## config.mk

```make
export PLATFORM = sky130hd
export DESIGN_NAME = dram_host
export DESIGN_NICKNAME = d
export VERILOG_FILES = /design/src/logic/word_fifo.v /design/src/logic/dram_host.v
export VERILOG_INCLUDE_DIRS = /design/src /design/src/logic
export SDC_FILE = /design/constraint.sdc
export NUM_CORES = 1
export LEC_CHECK = 0
export BUFFER_PORTS_ARGS = -buffer_cell sky130_fd_sc_hd__clkbuf_2
export CAP_MARGIN = 20
export CORE_UTILIZATION = 60
export CTS_BUF_LIST = sky130_fd_sc_hd__clkbuf_16
export CTS_CLUSTER_DIAMETER = 60
export DETAILED_ROUTE_END_ITERATION = 16
export GPL_ROUTABILITY_DRIVEN = 0
export PLACE_DENSITY = 0.87
export SLEW_MARGIN = 0
export SYNTH_ARGS = -nofsm -noshare
export SYNTH_HDL_FRONTEND = slang
export SYNTH_HIERARCHICAL = 1
export SYNTH_SLANG_ARGS = --single-unit
```

## constraint.sdc

```tcl
create_clock -name core_clk -period 3.68 [get_ports core_clk]
set_input_delay 0.368 -clock core_clk [delete_from_list [all_inputs] [get_ports core_clk]]
set_output_delay 0.368 -clock core_clk [all_outputs]
set_load 0.02 [all_outputs]
```

## src/logic/dram_host_regs.vh

```
`ifndef DRAM_HOST_REGS_VH
`define DRAM_HOST_REGS_VH

// Command codes on cmdOp
`define OP_CBR_REFRESH    4'h0
`define OP_ROW_REFRESH    4'h1
`define OP_READ           4'h2
`define OP_WRITE          4'h3
`define OP_MASKED_WRITE   4'h4
`define OP_BLOCK_FILL     4'h5
`define OP_MASKED_BLOCK   4'h6
`define OP_ROW_FILL       4'h7
`define OP_FILL_LOAD      4'h8
`define OP_FILL_READ      4'h9
`define OP_READ_XFER      4'hA
`define OP_SPLIT_READ     4'hB
`define OP_MASKED_XFER    4'hC
`define OP_MASKED_SPLIT   4'hD

// Strobe-time level vector {colStrobeN, transferOutputEnableN, writeStrobesN, functionSelect}
`define LV_CAS            3
`define LV_TRG            2
`define LV_WE             1
`define LV_FS             0

// Timing
`define CLK_PERIOD_NS     20
`define PHASE_NS          40
`define SHIFT_HALF_CYC    4

// Block fill keeps the three low column bits internal
`define BLOCK_COL_LSBS    3
`define BYTE_W            8

`endif

```

## src/logic/word_fifo.v

```verilog
`timescale 1ns/1ps
module word_fifo #(
    parameter WIDTH = 16,
    parameter DEPTH = 4,
    parameter AW    = 2
) (
    // Clock and reset
    input  wire             core_clk,
    input  wire             nrst,
    // Fill side
    input  wire             inValid,
    output wire             inReady,
    input  wire [WIDTH-1:0] inData,
    // Drain side
    output wire             outValid,
    input  wire             outReady,
    output wire [WIDTH-1:0] outData
);
    reg [WIDTH-1:0] mem_ff [0:DEPTH-1];
    reg [AW-1:0]    wrPtr_ff;
    reg [AW-1:0]    rdPtr_ff;
    reg [AW:0]      count_ff;
    wire            push;
    wire            pop;
    integer         i;

    assign inReady  = (count_ff != DEPTH[AW:0]);
    assign outValid = (count_ff != {(AW+1){1'b0}});
    assign outData  = mem_ff[rdPtr_ff];
    assign push     = inValid && inReady;
    assign pop      = outValid && outReady;

    always @(posedge core_clk or negedge nrst) begin
        if (!nrst) begin
            wrPtr_ff <= {AW{1'b0}};
            rdPtr_ff <= {AW{1'b0}};
            count_ff <= {(AW+1){1'b0}};
            for (i = 0; i < DEPTH; i = i + 1) begin
                mem_ff[i] <= {WIDTH{1'b0}};
            end
        end else begin
            if (push) begin
                mem_ff[wrPtr_ff] <= inData;
                wrPtr_ff         <= (wrPtr_ff == DEPTH[AW-1:0] - 1'b1) ? {AW{1'b0}}
                                                                       : wrPtr_ff + 1'b1;
            end
            if (pop) begin
                rdPtr_ff <= (rdPtr_ff == DEPTH[AW-1:0] - 1'b1) ? {AW{1'b0}}
                                                               : rdPtr_ff + 1'b1;
            end
            if (push && !pop) begin
                count_ff <= count_ff + 1'b1;
            end else if (pop && !push) begin
                count_ff <= count_ff - 1'b1;
            end
        end
    end
endmodule // word_fifo

```

## src/logic/dram_host.v

```verilog
`timescale 1ns/1ps
`include "dram_host_regs.vh"
module dram_host #(
    parameter DW         = 16,
    parameter AW         = 9,
    parameter FIFO_DEPTH = 4,
    parameter SHIFT_HALF = `SHIFT_HALF_CYC
) (
    // Clock and reset
    input  wire          core_clk,
    input  wire          nrst,
    // Command port
    input  wire          cmdValid,
    output reg           cmdReady_ff,
    input  wire [3:0]    cmdOp,
    input  wire [AW-1:0] cmdRow,
    input  wire [AW-1:0] cmdCol,
    input  wire [DW-1:0] cmdData,
    input  wire [DW-1:0] cmdMask,
    input  wire [1:0]    cmdByteEn,
    // Answer port
    output reg           rspValid_ff,
    output reg  [DW-1:0] rspData_ff,
    // Serial stream
    input  wire          swValid,
    output wire          swReady,
    input  wire [DW-1:0] swData,
    input  wire          srEnable,
    output reg           srValid_ff,
    output reg  [DW-1:0] srData_ff,
    output reg           shiftDirOut_ff,
    output reg           halfStatus_ff,
    // RAM port pins
    output reg           rowStrobeN_ff,
    output reg           colStrobeN_ff,
    output reg           transferOutputEnableN_ff,
    output reg           lowerWriteStrobeN_ff,
    output reg           upperWriteStrobeN_ff,
    output reg           functionSelect_ff,
    output reg  [AW-1:0] addr_ff,
    input  wire [DW-1:0] ramIoIn,
    output reg  [DW-1:0] ramIoOut_ff,
    output reg           ramIoOe_ff,
    // Shift port pins
    output reg           shiftClock_ff,
    output reg           shiftPortGateN_ff,
    input  wire [DW-1:0] shiftIoIn,
    output reg  [DW-1:0] shiftIoOut_ff,
    output reg           shiftIoOe_ff,
    input  wire          halfIndicator
);
    localparam PHASE = (`PHASE_NS + `CLK_PERIOD_NS - 1) / `CLK_PERIOD_NS;
    localparam [2:0] S_IDLE = 3'h0, S_RSET = 3'h1, S_RLOW = 3'h2, S_CSET = 3'h3,
                     S_CLOW = 3'h4, S_DATA = 3'h5, S_PRE = 3'h6;

    // Levels presented at the row strobe fall
    function [3:0] rasLevels;
        input [3:0] op;
        begin
            case (op)
                `OP_CBR_REFRESH:  rasLevels = 4'h7;
                `OP_ROW_REFRESH,
                `OP_READ,
                `OP_WRITE,
                `OP_BLOCK_FILL:   rasLevels = 4'hE;
                `OP_MASKED_WRITE,
                `OP_MASKED_BLOCK: rasLevels = 4'hC;
                `OP_ROW_FILL:     rasLevels = 4'hD;
                `OP_FILL_LOAD,
                `OP_FILL_READ:    rasLevels = 4'hF;
                `OP_READ_XFER:    rasLevels = 4'hA;
                `OP_SPLIT_READ:   rasLevels = 4'hB;
                `OP_MASKED_XFER:  rasLevels = 4'h8;
                `OP_MASKED_SPLIT: rasLevels = 4'h9;
                default:          rasLevels = 4'hE;
            endcase
        end
    endfunction

    function fsAtCas;
        input [3:0] op;
        begin
            fsAtCas = (op == `OP_BLOCK_FILL) || (op == `OP_MASKED_BLOCK) ||
                      (op == `OP_FILL_LOAD) || (op == `OP_FILL_READ);
        end
    endfunction

    reg  [2:0]    state_ff;
    reg  [2:0]    tmr_ff;
    reg  [3:0]    op_ff;
    reg  [AW-1:0] col_ff;
    reg  [DW-1:0] data_ff;
    reg  [DW-1:0] mask_ff;
    reg  [1:0]    be_ff;
    reg  [DW-1:0] ramSync1_ff, ramSync2_ff;
    reg  [DW-1:0] shSync1_ff, shSync2_ff;
    reg           halfSync1_ff, halfSync2_ff;
    reg  [2:0]    scDiv_ff;
    reg           primed_ff;
    wire [3:0]    lv      = rasLevels(op_ff);
    wire          tmrDone = (tmr_ff == 3'h0);
    wire          isXfer  = !lv[`LV_TRG];
    wire          isRead  = (op_ff == `OP_READ) || (op_ff == `OP_FILL_READ);
    wire          noCas   = (op_ff == `OP_CBR_REFRESH) || (op_ff == `OP_ROW_REFRESH) ||
                            (op_ff == `OP_ROW_FILL);
    wire          isBlock = (op_ff == `OP_BLOCK_FILL) || (op_ff == `OP_MASKED_BLOCK);
    wire          fifoValid;
    wire [DW-1:0] fifoData;
    wire          active  = shiftDirOut_ff ? srEnable : fifoValid;
    wire          divWrap = (scDiv_ff == SHIFT_HALF[2:0] - 3'h1);
    wire          riseNow = divWrap && !shiftClock_ff && active;
    wire          popNow  = riseNow && !shiftDirOut_ff;

    word_fifo #(.WIDTH(DW), .DEPTH(FIFO_DEPTH), .AW(2)) u_fifo (
        .core_clk (core_clk),
        .nrst     (nrst),
        .inValid  (swValid),
        .inReady  (swReady),
        .inData   (swData),
        .outValid (fifoValid),
        .outReady (popNow),
        .outData  (fifoData)
    );

    // Pin inputs pass two flops first
    always @(posedge core_clk or negedge nrst) begin
        if (!nrst) begin
            ramSync1_ff  <= {DW{1'b0}};
            ramSync2_ff  <= {DW{1'b0}};
            shSync1_ff   <= {DW{1'b0}};
            shSync2_ff   <= {DW{1'b0}};
            halfSync1_ff <= 1'b0;
            halfSync2_ff <= 1'b0;
        end else begin
            ramSync1_ff  <= ramIoIn;
            ramSync2_ff  <= ramSync1_ff;
            shSync1_ff   <= shiftIoIn;
            shSync2_ff   <= shSync1_ff;
            halfSync1_ff <= halfIndicator;
            halfSync2_ff <= halfSync1_ff;
        end
    end

    // RAM port sequencer
    always @(posedge core_clk or negedge nrst) begin
        if (!nrst) begin
            state_ff                 <= S_IDLE;
            tmr_ff                   <= 3'h0;
            op_ff                    <= `OP_READ;
            col_ff                   <= {AW{1'b0}};
            data_ff                  <= {DW{1'b0}};
            mask_ff                  <= {DW{1'b0}};
            be_ff                    <= 2'h0;
            cmdReady_ff              <= 1'b0;
            rspValid_ff              <= 1'b0;
            rspData_ff               <= {DW{1'b0}};
            shiftDirOut_ff           <= 1'b1;
            rowStrobeN_ff            <= 1'b1;
            colStrobeN_ff            <= 1'b1;
            transferOutputEnableN_ff <= 1'b1;
            lowerWriteStrobeN_ff     <= 1'b1;
            upperWriteStrobeN_ff     <= 1'b1;
            functionSelect_ff        <= 1'b0;
            addr_ff                  <= {AW{1'b0}};
            ramIoOut_ff              <= {DW{1'b0}};
            ramIoOe_ff               <= 1'b0;
        end else begin
            rspValid_ff <= 1'b0;
            if (!tmrDone) begin
                tmr_ff <= tmr_ff - 3'h1;
            end
            case (state_ff)
                S_IDLE: begin
                    cmdReady_ff <= 1'b1;
                    if (cmdValid && cmdReady_ff) begin
                        cmdReady_ff <= 1'b0;
                        op_ff       <= cmdOp;
                        col_ff      <= cmdCol;
                        data_ff     <= cmdData;
                        mask_ff     <= cmdMask;
                        be_ff       <= cmdByteEn;
                        addr_ff     <= cmdRow;
                        tmr_ff      <= PHASE[2:0];
                        state_ff    <= S_RSET;
                    end
                end
                S_RSET: begin
                    colStrobeN_ff            <= lv[`LV_CAS];
                    transferOutputEnableN_ff <= lv[`LV_TRG];
                    lowerWriteStrobeN_ff     <= lv[`LV_WE];
                    upperWriteStrobeN_ff     <= lv[`LV_WE];
                    functionSelect_ff        <= lv[`LV_FS];
                    ramIoOut_ff              <= mask_ff;
                    ramIoOe_ff               <= !lv[`LV_WE];
                    if (tmrDone) begin
                        rowStrobeN_ff <= 1'b0;
                        tmr_ff        <= PHASE[2:0];
                        state_ff      <= S_RLOW;
                    end
                end
                S_RLOW: begin
                    if (tmrDone) begin
                        ramIoOe_ff           <= 1'b0;
                        lowerWriteStrobeN_ff <= 1'b1;
                        upperWriteStrobeN_ff <= 1'b1;
                        if (isXfer && !lv[`LV_FS]) begin
                            shiftDirOut_ff <= lv[`LV_WE];
                        end
                        tmr_ff   <= PHASE[2:0];
                        state_ff <= noCas ? S_PRE : S_CSET;
                    end
                end
                S_CSET: begin
                    addr_ff           <= isBlock ? {col_ff[AW-1:`BLOCK_COL_LSBS],
                                         {`BLOCK_COL_LSBS{1'b0}}} : col_ff;
                    functionSelect_ff <= fsAtCas(op_ff);
                    if (!isXfer && !isRead) begin
                        // Write data, column mask or fill value on the pins
                        transferOutputEnableN_ff <= 1'b1;
                        ramIoOut_ff              <= data_ff;
                        ramIoOe_ff               <= 1'b1;
                        // Strobes fall before the column strobe: early write
                        lowerWriteStrobeN_ff <= !be_ff[0];
                        upperWriteStrobeN_ff <= !be_ff[1];
                    end
                    if (tmrDone) begin
                        colStrobeN_ff <= 1'b0;
                        tmr_ff        <= PHASE[2:0];
                        state_ff      <= S_CLOW;
                    end
                end
                S_CLOW: begin
                    if (isRead) begin
                        transferOutputEnableN_ff <= 1'b0;
                    end
                    if (tmrDone) begin
                        transferOutputEnableN_ff <= !isRead;
                        // Extra margin covers the input synchroniser
                        tmr_ff   <= PHASE[2:0] + 3'h2;
                        state_ff <= S_DATA;
                    end
                end
                S_DATA: begin
                    if (tmrDone) begin
                        if (isRead) begin
                            rspValid_ff <= 1'b1;
                            rspData_ff  <= ramSync2_ff;
                        end
                        tmr_ff   <= PHASE[2:0];
                        state_ff <= S_PRE;
                    end
                end
                S_PRE: begin
                    rowStrobeN_ff            <= 1'b1;
                    colStrobeN_ff            <= 1'b1;
                    transferOutputEnableN_ff <= 1'b1;
                    lowerWriteStrobeN_ff     <= 1'b1;
                    upperWriteStrobeN_ff     <= 1'b1;
                    functionSelect_ff        <= 1'b0;
                    ramIoOe_ff               <= 1'b0;
                    if (tmrDone) begin
                        state_ff <= S_IDLE;
                    end
                end
                default: begin
                    state_ff <= S_IDLE;
                end
            endcase
        end
    end

    // Shift port: clock made here by dividing core_clk
    always @(posedge core_clk or negedge nrst) begin
        if (!nrst) begin
            scDiv_ff          <= 3'h0;
            shiftClock_ff     <= 1'b0;
            shiftPortGateN_ff <= 1'b1;
            shiftIoOut_ff     <= {DW{1'b0}};
            shiftIoOe_ff      <= 1'b0;
            primed_ff         <= 1'b0;
            srValid_ff        <= 1'b0;
            srData_ff         <= {DW{1'b0}};
            halfStatus_ff     <= 1'b0;
        end else begin
            srValid_ff <= 1'b0;
            // Gate only enables access; the pointer still steps on every rising edge
            shiftPortGateN_ff <= !active;
            shiftIoOe_ff      <= !shiftDirOut_ff && fifoValid;
            if (!shiftPortGateN_ff) begin
                halfStatus_ff <= halfSync2_ff;
            end
            if (!active) begin
                primed_ff <= 1'b0;
            end
            if (active || shiftClock_ff) begin
                scDiv_ff <= divWrap ? 3'h0 : scDiv_ff + 3'h1;
                if (divWrap) begin
                    shiftClock_ff <= !shiftClock_ff;
                end
            end
            // Present the head word half a period before the rise
            if (divWrap && shiftClock_ff) begin
                shiftIoOut_ff <= fifoData;
            end else if (!shiftIoOe_ff) begin
                shiftIoOut_ff <= fifoData;
            end
            // Word from the previous rise sampled just before the next one
            if (riseNow && shiftDirOut_ff) begin
                primed_ff <= 1'b1;
                if (primed_ff) begin
                    srValid_ff <= 1'b1;
                    srData_ff  <= shSync2_ff;
                end
            end
        end
    end
endmodule // dram_host

```

* Word level (Yosys, flattened, before mapping)
Memory sizes are Yosys's and may differ from the RTL's. Index checks and enable logic that the tools add are counted.
Word-level totals: output and inout port bits 89, memory bits (read-only) 64, memories kept 1, flip-flop bits (word level) 282, logic and storage cells 193
Memories:
- (name not given) | words 16, width 4, read ports 1, clocked after Yosys merged registers in 0, write ports 0, RTL line dram_host.v:60 | case (op)
Cells by class: equality and inequality tests 28, order comparisons 3, $add $sub $neg 6, reduce and logical (&&, ||, !) cells 56, bitwise gates (word level) 2, muxes and demuxes 55
Operator list (count):
- two-way mux 16 bit | 6
- bitwise mux 64 bit | 1
- two-way mux 3 bit | 16
- binary-select mux 16 bit (select 2 bit) | 1
- demux 16 bit (select 2 bit) | 1
- one-hot mux 16 bit (2 select lines) | 1
- one-hot mux 3 bit (7 select lines) | 1
- one-hot mux 9 bit (2 select lines) | 1
- two-way mux 1 bit | 16
- != test 2 bit (second input constant) | 8
- one-hot mux 1 bit (4 select lines) | 4
- logical AND 1 bit | 14
- AND reduction 2 bit | 7
- equality test 4 x 3 -> 1 bit (second input constant) | 3
- AND reduction 3 bit | 4
- zero test 1 bit | 11
- equality test 3 x 2 -> 1 bit (second input constant) | 3
- equality test 3 bit (second input constant) | 3
- two-way mux 9 bit | 1
- one-hot mux 3 bit (3 select lines) | 1
- equality test 4 bit (second input constant) | 2
- nonzero test 2 bit | 4
- nonzero test 4 bit | 2
- logical OR 1 bit | 7
- other kinds (20) | 32

* Depth between registers and ports, before layout
word-level depth 8, depth in mapped cells 10

* By module
The synthesis kept the hierarchy.
By module, submodules not included:
- dram_host | area an instance 7870.0 sq um, cells each 663, times used 1, sequential area each 5290.1 sq um
- word_fifo | area an instance 3209.3 sq um, cells each 193, times used 1, sequential area each 1776.7 sq um

* Worst setup path after synthesis
Ideal clock, no wire load.
path type flip-flop to flip-flop, from register u_fifo.count_ff[1], to register u_fifo.count_ff[2], path buffers 0, required time 3.601 ns, cell stages (with the launch flop) 11, library setup time 0.079 ns, path slack 1.275 ns, clock period less this slack 2.405 ns, arrival 2.326 ns, cells stage by stage dfrtp_1 > or3_2 > nor2b_1 > nor3b_1 > nand2_1 > ha_1 > inv_1 > fa_1 > xor2_1 > nor2_1 > xor2_1
Between the ends: longest elaborated chain between the ends 8, elaborated cells between the ends (all ways) 16
Ends and longest elaborated chain:
- from (decl) | RTL line word_fifo.v:22 | reg [AW:0] count_ff;
- from (signal assigned) | RTL line word_fifo.v:37 | count_ff <= {(AW+1){1'b0}};
- from (signal assigned) | RTL line word_fifo.v:52 | count_ff <= count_ff + 1'b1;
- from (signal assigned) | RTL line word_fifo.v:54 | count_ff <= count_ff - 1'b1;
- nonzero test 3 bit (*) | RTL line word_fifo.v:28 | assign outValid = (count_ff != {(AW+1){1'b0}});
- via fifoValid | RTL line dram_host.v:107 | wire fifoValid;
- two-way mux 1 bit (*) | RTL line dram_host.v:109 | wire active = shiftDirOut_ff ? srEnable : fifoValid;
- logical AND 1 bit (*) | RTL line dram_host.v:111 | wire riseNow = divWrap && !shiftClock_ff && active;
- logical AND 1 bit (*) | RTL line dram_host.v:112 | wire popNow = riseNow && !shiftDirOut_ff;
- via popNow | RTL line dram_host.v:112
- logical AND 1 bit (*) | RTL line word_fifo.v:31 | assign pop = outValid && outReady;
- zero test 1 bit | RTL line word_fifo.v:51 | if (push && !pop) begin
- logical AND 1 bit | RTL line word_fifo.v:51
- two-way mux 3 bit or nonzero test 2 bit (tied branches)
The timed path passes the listed nets; every way through them passes the cells marked *. The select of a mux whose other input is x is not followed. A chain may end at the register's enable or synchronous reset.

* Worst setup path after layout
Ends and elaborated chain as after synthesis.

==> run summary <==
Power and ir drop
* Max VDD drop: 0.576 mV
* total power per unit cell area: 881 nW/um^2
* standby leakage power: 0.00662 uW

Yosys
* synthesized net count: 977
* async set-or-reset flop fraction in the synthesized netlist: 1.00
* most used flip-flop cell after synthesis: sky130_fd_sc_hd__dfrtp_1
* top cells by area, synth: sky130_fd_sc_hd__dfrtp_1, sky130_fd_sc_hd__mux2_2, sky130_fd_sc_hd__nand2_1
* area share of the largest cell type after synthesis: 0.619
* synthesized cell area: 11100 um^2
* number of different library cells in the post-synthesis netlist: 58
* post-synthesis cell type with the largest combined area: sky130_fd_sc_hd__dfrtp_1
* portion of the post-synthesis area used by sequential elements: 0.638
* cell types with the highest counts after synthesis: sky130_fd_sc_hd__dfrtp_1, sky130_fd_sc_hd__nand2_1, sky130_fd_sc_hd__mux2_2, sky130_fd_sc_hd__nor2_1, sky130_fd_sc_hd__a31oi_1
* synthesized-area fraction occupied by adder cells: 0.0131
* library cell with the highest instance count after synthesis: sky130_fd_sc_hd__dfrtp_1
* Synth Area in Simple Gates: 0.112
* Ys Warns: 6
* mux cell area share after synthesis: 0.162
* number of enable-type register cells in the synthesized netlist: 0
* count of mapped cells out of synthesis: 856
* Synth Area in Compound Gates: 0.0444
* synthesized area per cell: 12.9 um^2
* register bit count reported by yosys: 282
* post-synthesis xor/xnor area fraction: 0.00395
* combinational family with the most area after synthesis: multiplexers

GRT
* number of global-route vias before repair: 7468
* number of antenna violations at the first check in global routing: 0
* GR Util All Layers: 0.249
* largest net degree at the start of global routing: 107
* global-route wire length before repair: 36800 um
* global-route congestion overflow total: 0

STA
* final setup skew: 14.0 ps
* max-slew violation total from the final report: 0
* worst hold slack after final layout: 27.2 ps
* worst rel slew slack: 0.299
* crit path time final: 2570 ps
* Fin Setup TNS: 0 ps
* actual slew at the worst max-slew pin: 1050 ps
* timing-limited maximum frequency: 390 MHz
* ratio of final minimum period to clock period: 0.697
* RSZ-0062 raised after global routing: false
* number of failing setup endpoints in the final timing report: 0
* final count of hold timing violations: 0

Floorplanning
* top-level port count: 199
* die footprint: 19000 um^2
* floorplan die width: 138 um
* Chip Height: 138 um
* core footprint: 18000 um^2
* Initial Util: 0.615
* Std-Cell Rows: 49

Final layout
* Layout Area Growth over Synthesis: 21.9%
* nets: 1207
* Cell Count, Final, Fillers Out: 1334
* Layout Cell Area excl Fill: 13500 um^2
* share of post-route cells with drive strength above 1: 0.376
* ANT cells: 0

Drt
* routed vias: 7270
* final wirelength: 23600 um
* DRC Markers: 0
* DRC violation total after the first TritonRoute iteration: 440
* routed len/inst: 17.7 um
* antenna violation net count after detailed routing: 0
* post-detailed-route via-to-cell ratio: 5.45
* iteration count of the initial detailed-routing pass: 5

Worst setup path
* flop-to-flop setup slack: 1110 ps
* worst-path fanout max: 4
* crit path capture type: flop
* number of buffer and inverter stages on the critical path: 1
* critical path's most frequent cell: sky130_fd_sc_hd__xor2_1
* master of the slowest instance on the critical path: sky130_fd_sc_hd__or3_2
* CP top delay family: simple AND/OR/NAND/NOR gates
* number of cells on the worst reg-to-reg path: 10
* required time at the worst-slack endpoint: 4120 ps
* stages on the worst setup path: 10
* Setup Crit Path Kind: flop to flop
* crit start category: flop
* arrival time reported for the critical path endpoint: 3010 ps
* peak per-stage delay on the critical path: 500 ps
* Critical Path, Cell by Cell: or3_2, nor2b_1, nor3b_1, nand2_1, ha_1, inv_1, fa_1, xor2_1, nor2_1, xor2_1

CTS
* count of cells resized by post-cts repair: 0
* TritonCTS clock tree: built
* clock root buffer: sky130_fd_sc_hd__clkbuf_16
* CTS Sinks: 282
* H-Tree Depth: 1
* clock slew at reported path FFs: 60 ps
* Longest Clk Path Bufs: 3
* Clock Latency Late Sink: 530 ps
* number of buffers created by CTS: 28

Placed design
* total of buffers placed on input and output ports: 198
* HPWL after detailed placement: 14900 um
* number of placed instances, taps included: 1251
* post-detailed-placement cell area: 12300 um^2

Worst hold path
* number of cells on the worst hold path: 3
* worst hold path class: input pin to flop

Run
* number of violations of the max-capacitance limit: 0

Run status
* status: finished, final reports clean

where the power goes:
group / total [uW] / internal [uW] / switching [uW]
logic: 4110 / 1920 / 2180
registers: 5010 / 4220 / 787
clock network: 2790 / 1660 / 1130
cell usage in the layout, fill, tap and decap left out, types with 5 or more instances in the layout:
cell / count
sky130_fd_sc_hd__a21oi_1: 11
sky130_fd_sc_hd__dlygate4sd3_1: 34
sky130_fd_sc_hd__a21o_1: 6
sky130_fd_sc_hd__nor2b_1: 6
sky130_fd_sc_hd__nor3_1: 5
sky130_fd_sc_hd__clkbuf_2: 197
sky130_fd_sc_hd__a31oi_1: 22
sky130_fd_sc_hd__buf_4: 9
sky130_fd_sc_hd__mux4_2: 16
sky130_fd_sc_hd__nand3_1: 6
sky130_fd_sc_hd__inv_1: 19
sky130_fd_sc_hd__nand2_1: 203
sky130_fd_sc_hd__ha_1: 10
sky130_fd_sc_hd__mux2_2: 113
sky130_fd_sc_hd__mux2_4: 9
sky130_fd_sc_hd__nor2_1: 37
sky130_fd_sc_hd__clkinv_1: 6
sky130_fd_sc_hd__dfrtp_1: 274
sky130_fd_sc_hd__nand2b_1: 7
sky130_fd_sc_hd__dfstp_2: 8
sky130_fd_sc_hd__clkbuf_16: 28
sky130_fd_sc_hd__o21ai_0: 9
timing repair:
| action | 4_1_cts | 5_1_grt |
|---|---|---|
| hold buffers | 34 | 0 |
| endpoints found under the hold margin | 132 | 0 |
| buffers inserted | 0 | 0 |
layout make-up:
cell class,instances,area (um^2)
Clock buffer,28,701
Clock inverter,21,209
Fill cell,1122,4510
Inverter,15,56.3
Multi-Input combinational cell,516,3740
Sequential cell,282,7070
Tap cell,229,287
Timing Repair Buffer,243,1450
per-stage QoR:
step	util	power (uW)	worst slack [ps]
after floorplan	-	7890	1270
after global placement	0.680	8820	1190
after detailed placement	0.680	9080	1120
after CTS	0.750	11900	1100
after global routing	0.750	12600	939
final	0.750	11900	1110
cell families (layout without fill, tap and decap cells):
family / Yosys count / count (layout)
AOI/OAI and AO/OA: 72 / 72
xor gates and xnor gates: 5 / 5
adders and majority gates: 11 / 11
buffers and inverters: 58 / 307
DFF: 282 / 282
muxes: 141 / 141
and+or+nand+nor: 287 / 287
worst paths after layout:
check,from,endpoint
min in group asynchronous,nrst,u_fifo/mem_ff[19]$_DFFE_PN0P_
worst min register to register,shSync1_ff[4]$_DFF_PN0_,shSync2_ff[4]$_DFF_PN0_
worst max register to register,u_fifo/count_ff[1]$_DFFE_PN0P_,u_fifo/count_ff[2]$_DFFE_PN0P_
worst max-delay path,u_fifo/count_ff[1]$_DFFE_PN0P_,u_fifo/count_ff[2]$_DFFE_PN0P_
worst min-delay path,cmdCol[6],col_ff[6]$_DFFE_PN0P_
max in group asynchronous,nrst,shiftPortGateN_ff$_DFF_PN1_
routing by layer:
metal | share of wire | track usage | vias to the layer above
met5 | 0 | 0 | -
met4 | 0.020 | 0.0767 | 0
met3 | 0.055 | 0.0450 | 37
met2 | 0.52 | 0.435 | 217
met1 | 0.41 | 0.317 | 3657
li1 | - | - | 3359
state kept, by name (all words and copies together), names as in the netlist, 16 cells and up:
register / cells
srData_ff: 16
ramSync1_ff: 16
ramSync2_ff: 16
ramIoOut_ff: 16
u_fifo/mem_ff: 64
data_ff: 16
shSync1_ff: 16
shiftIoOut_ff: 16
shSync2_ff: 16
mask_ff: 16
rspData_ff: 16
worst min-delay path: stages:
cell	delay, ps
sky130_fd_sc_hd__clkbuf_2	70
sky130_fd_sc_hd__nand2_1	40
sky130_fd_sc_hd__nand2_1	40
(Power assumes the default switching activity.)
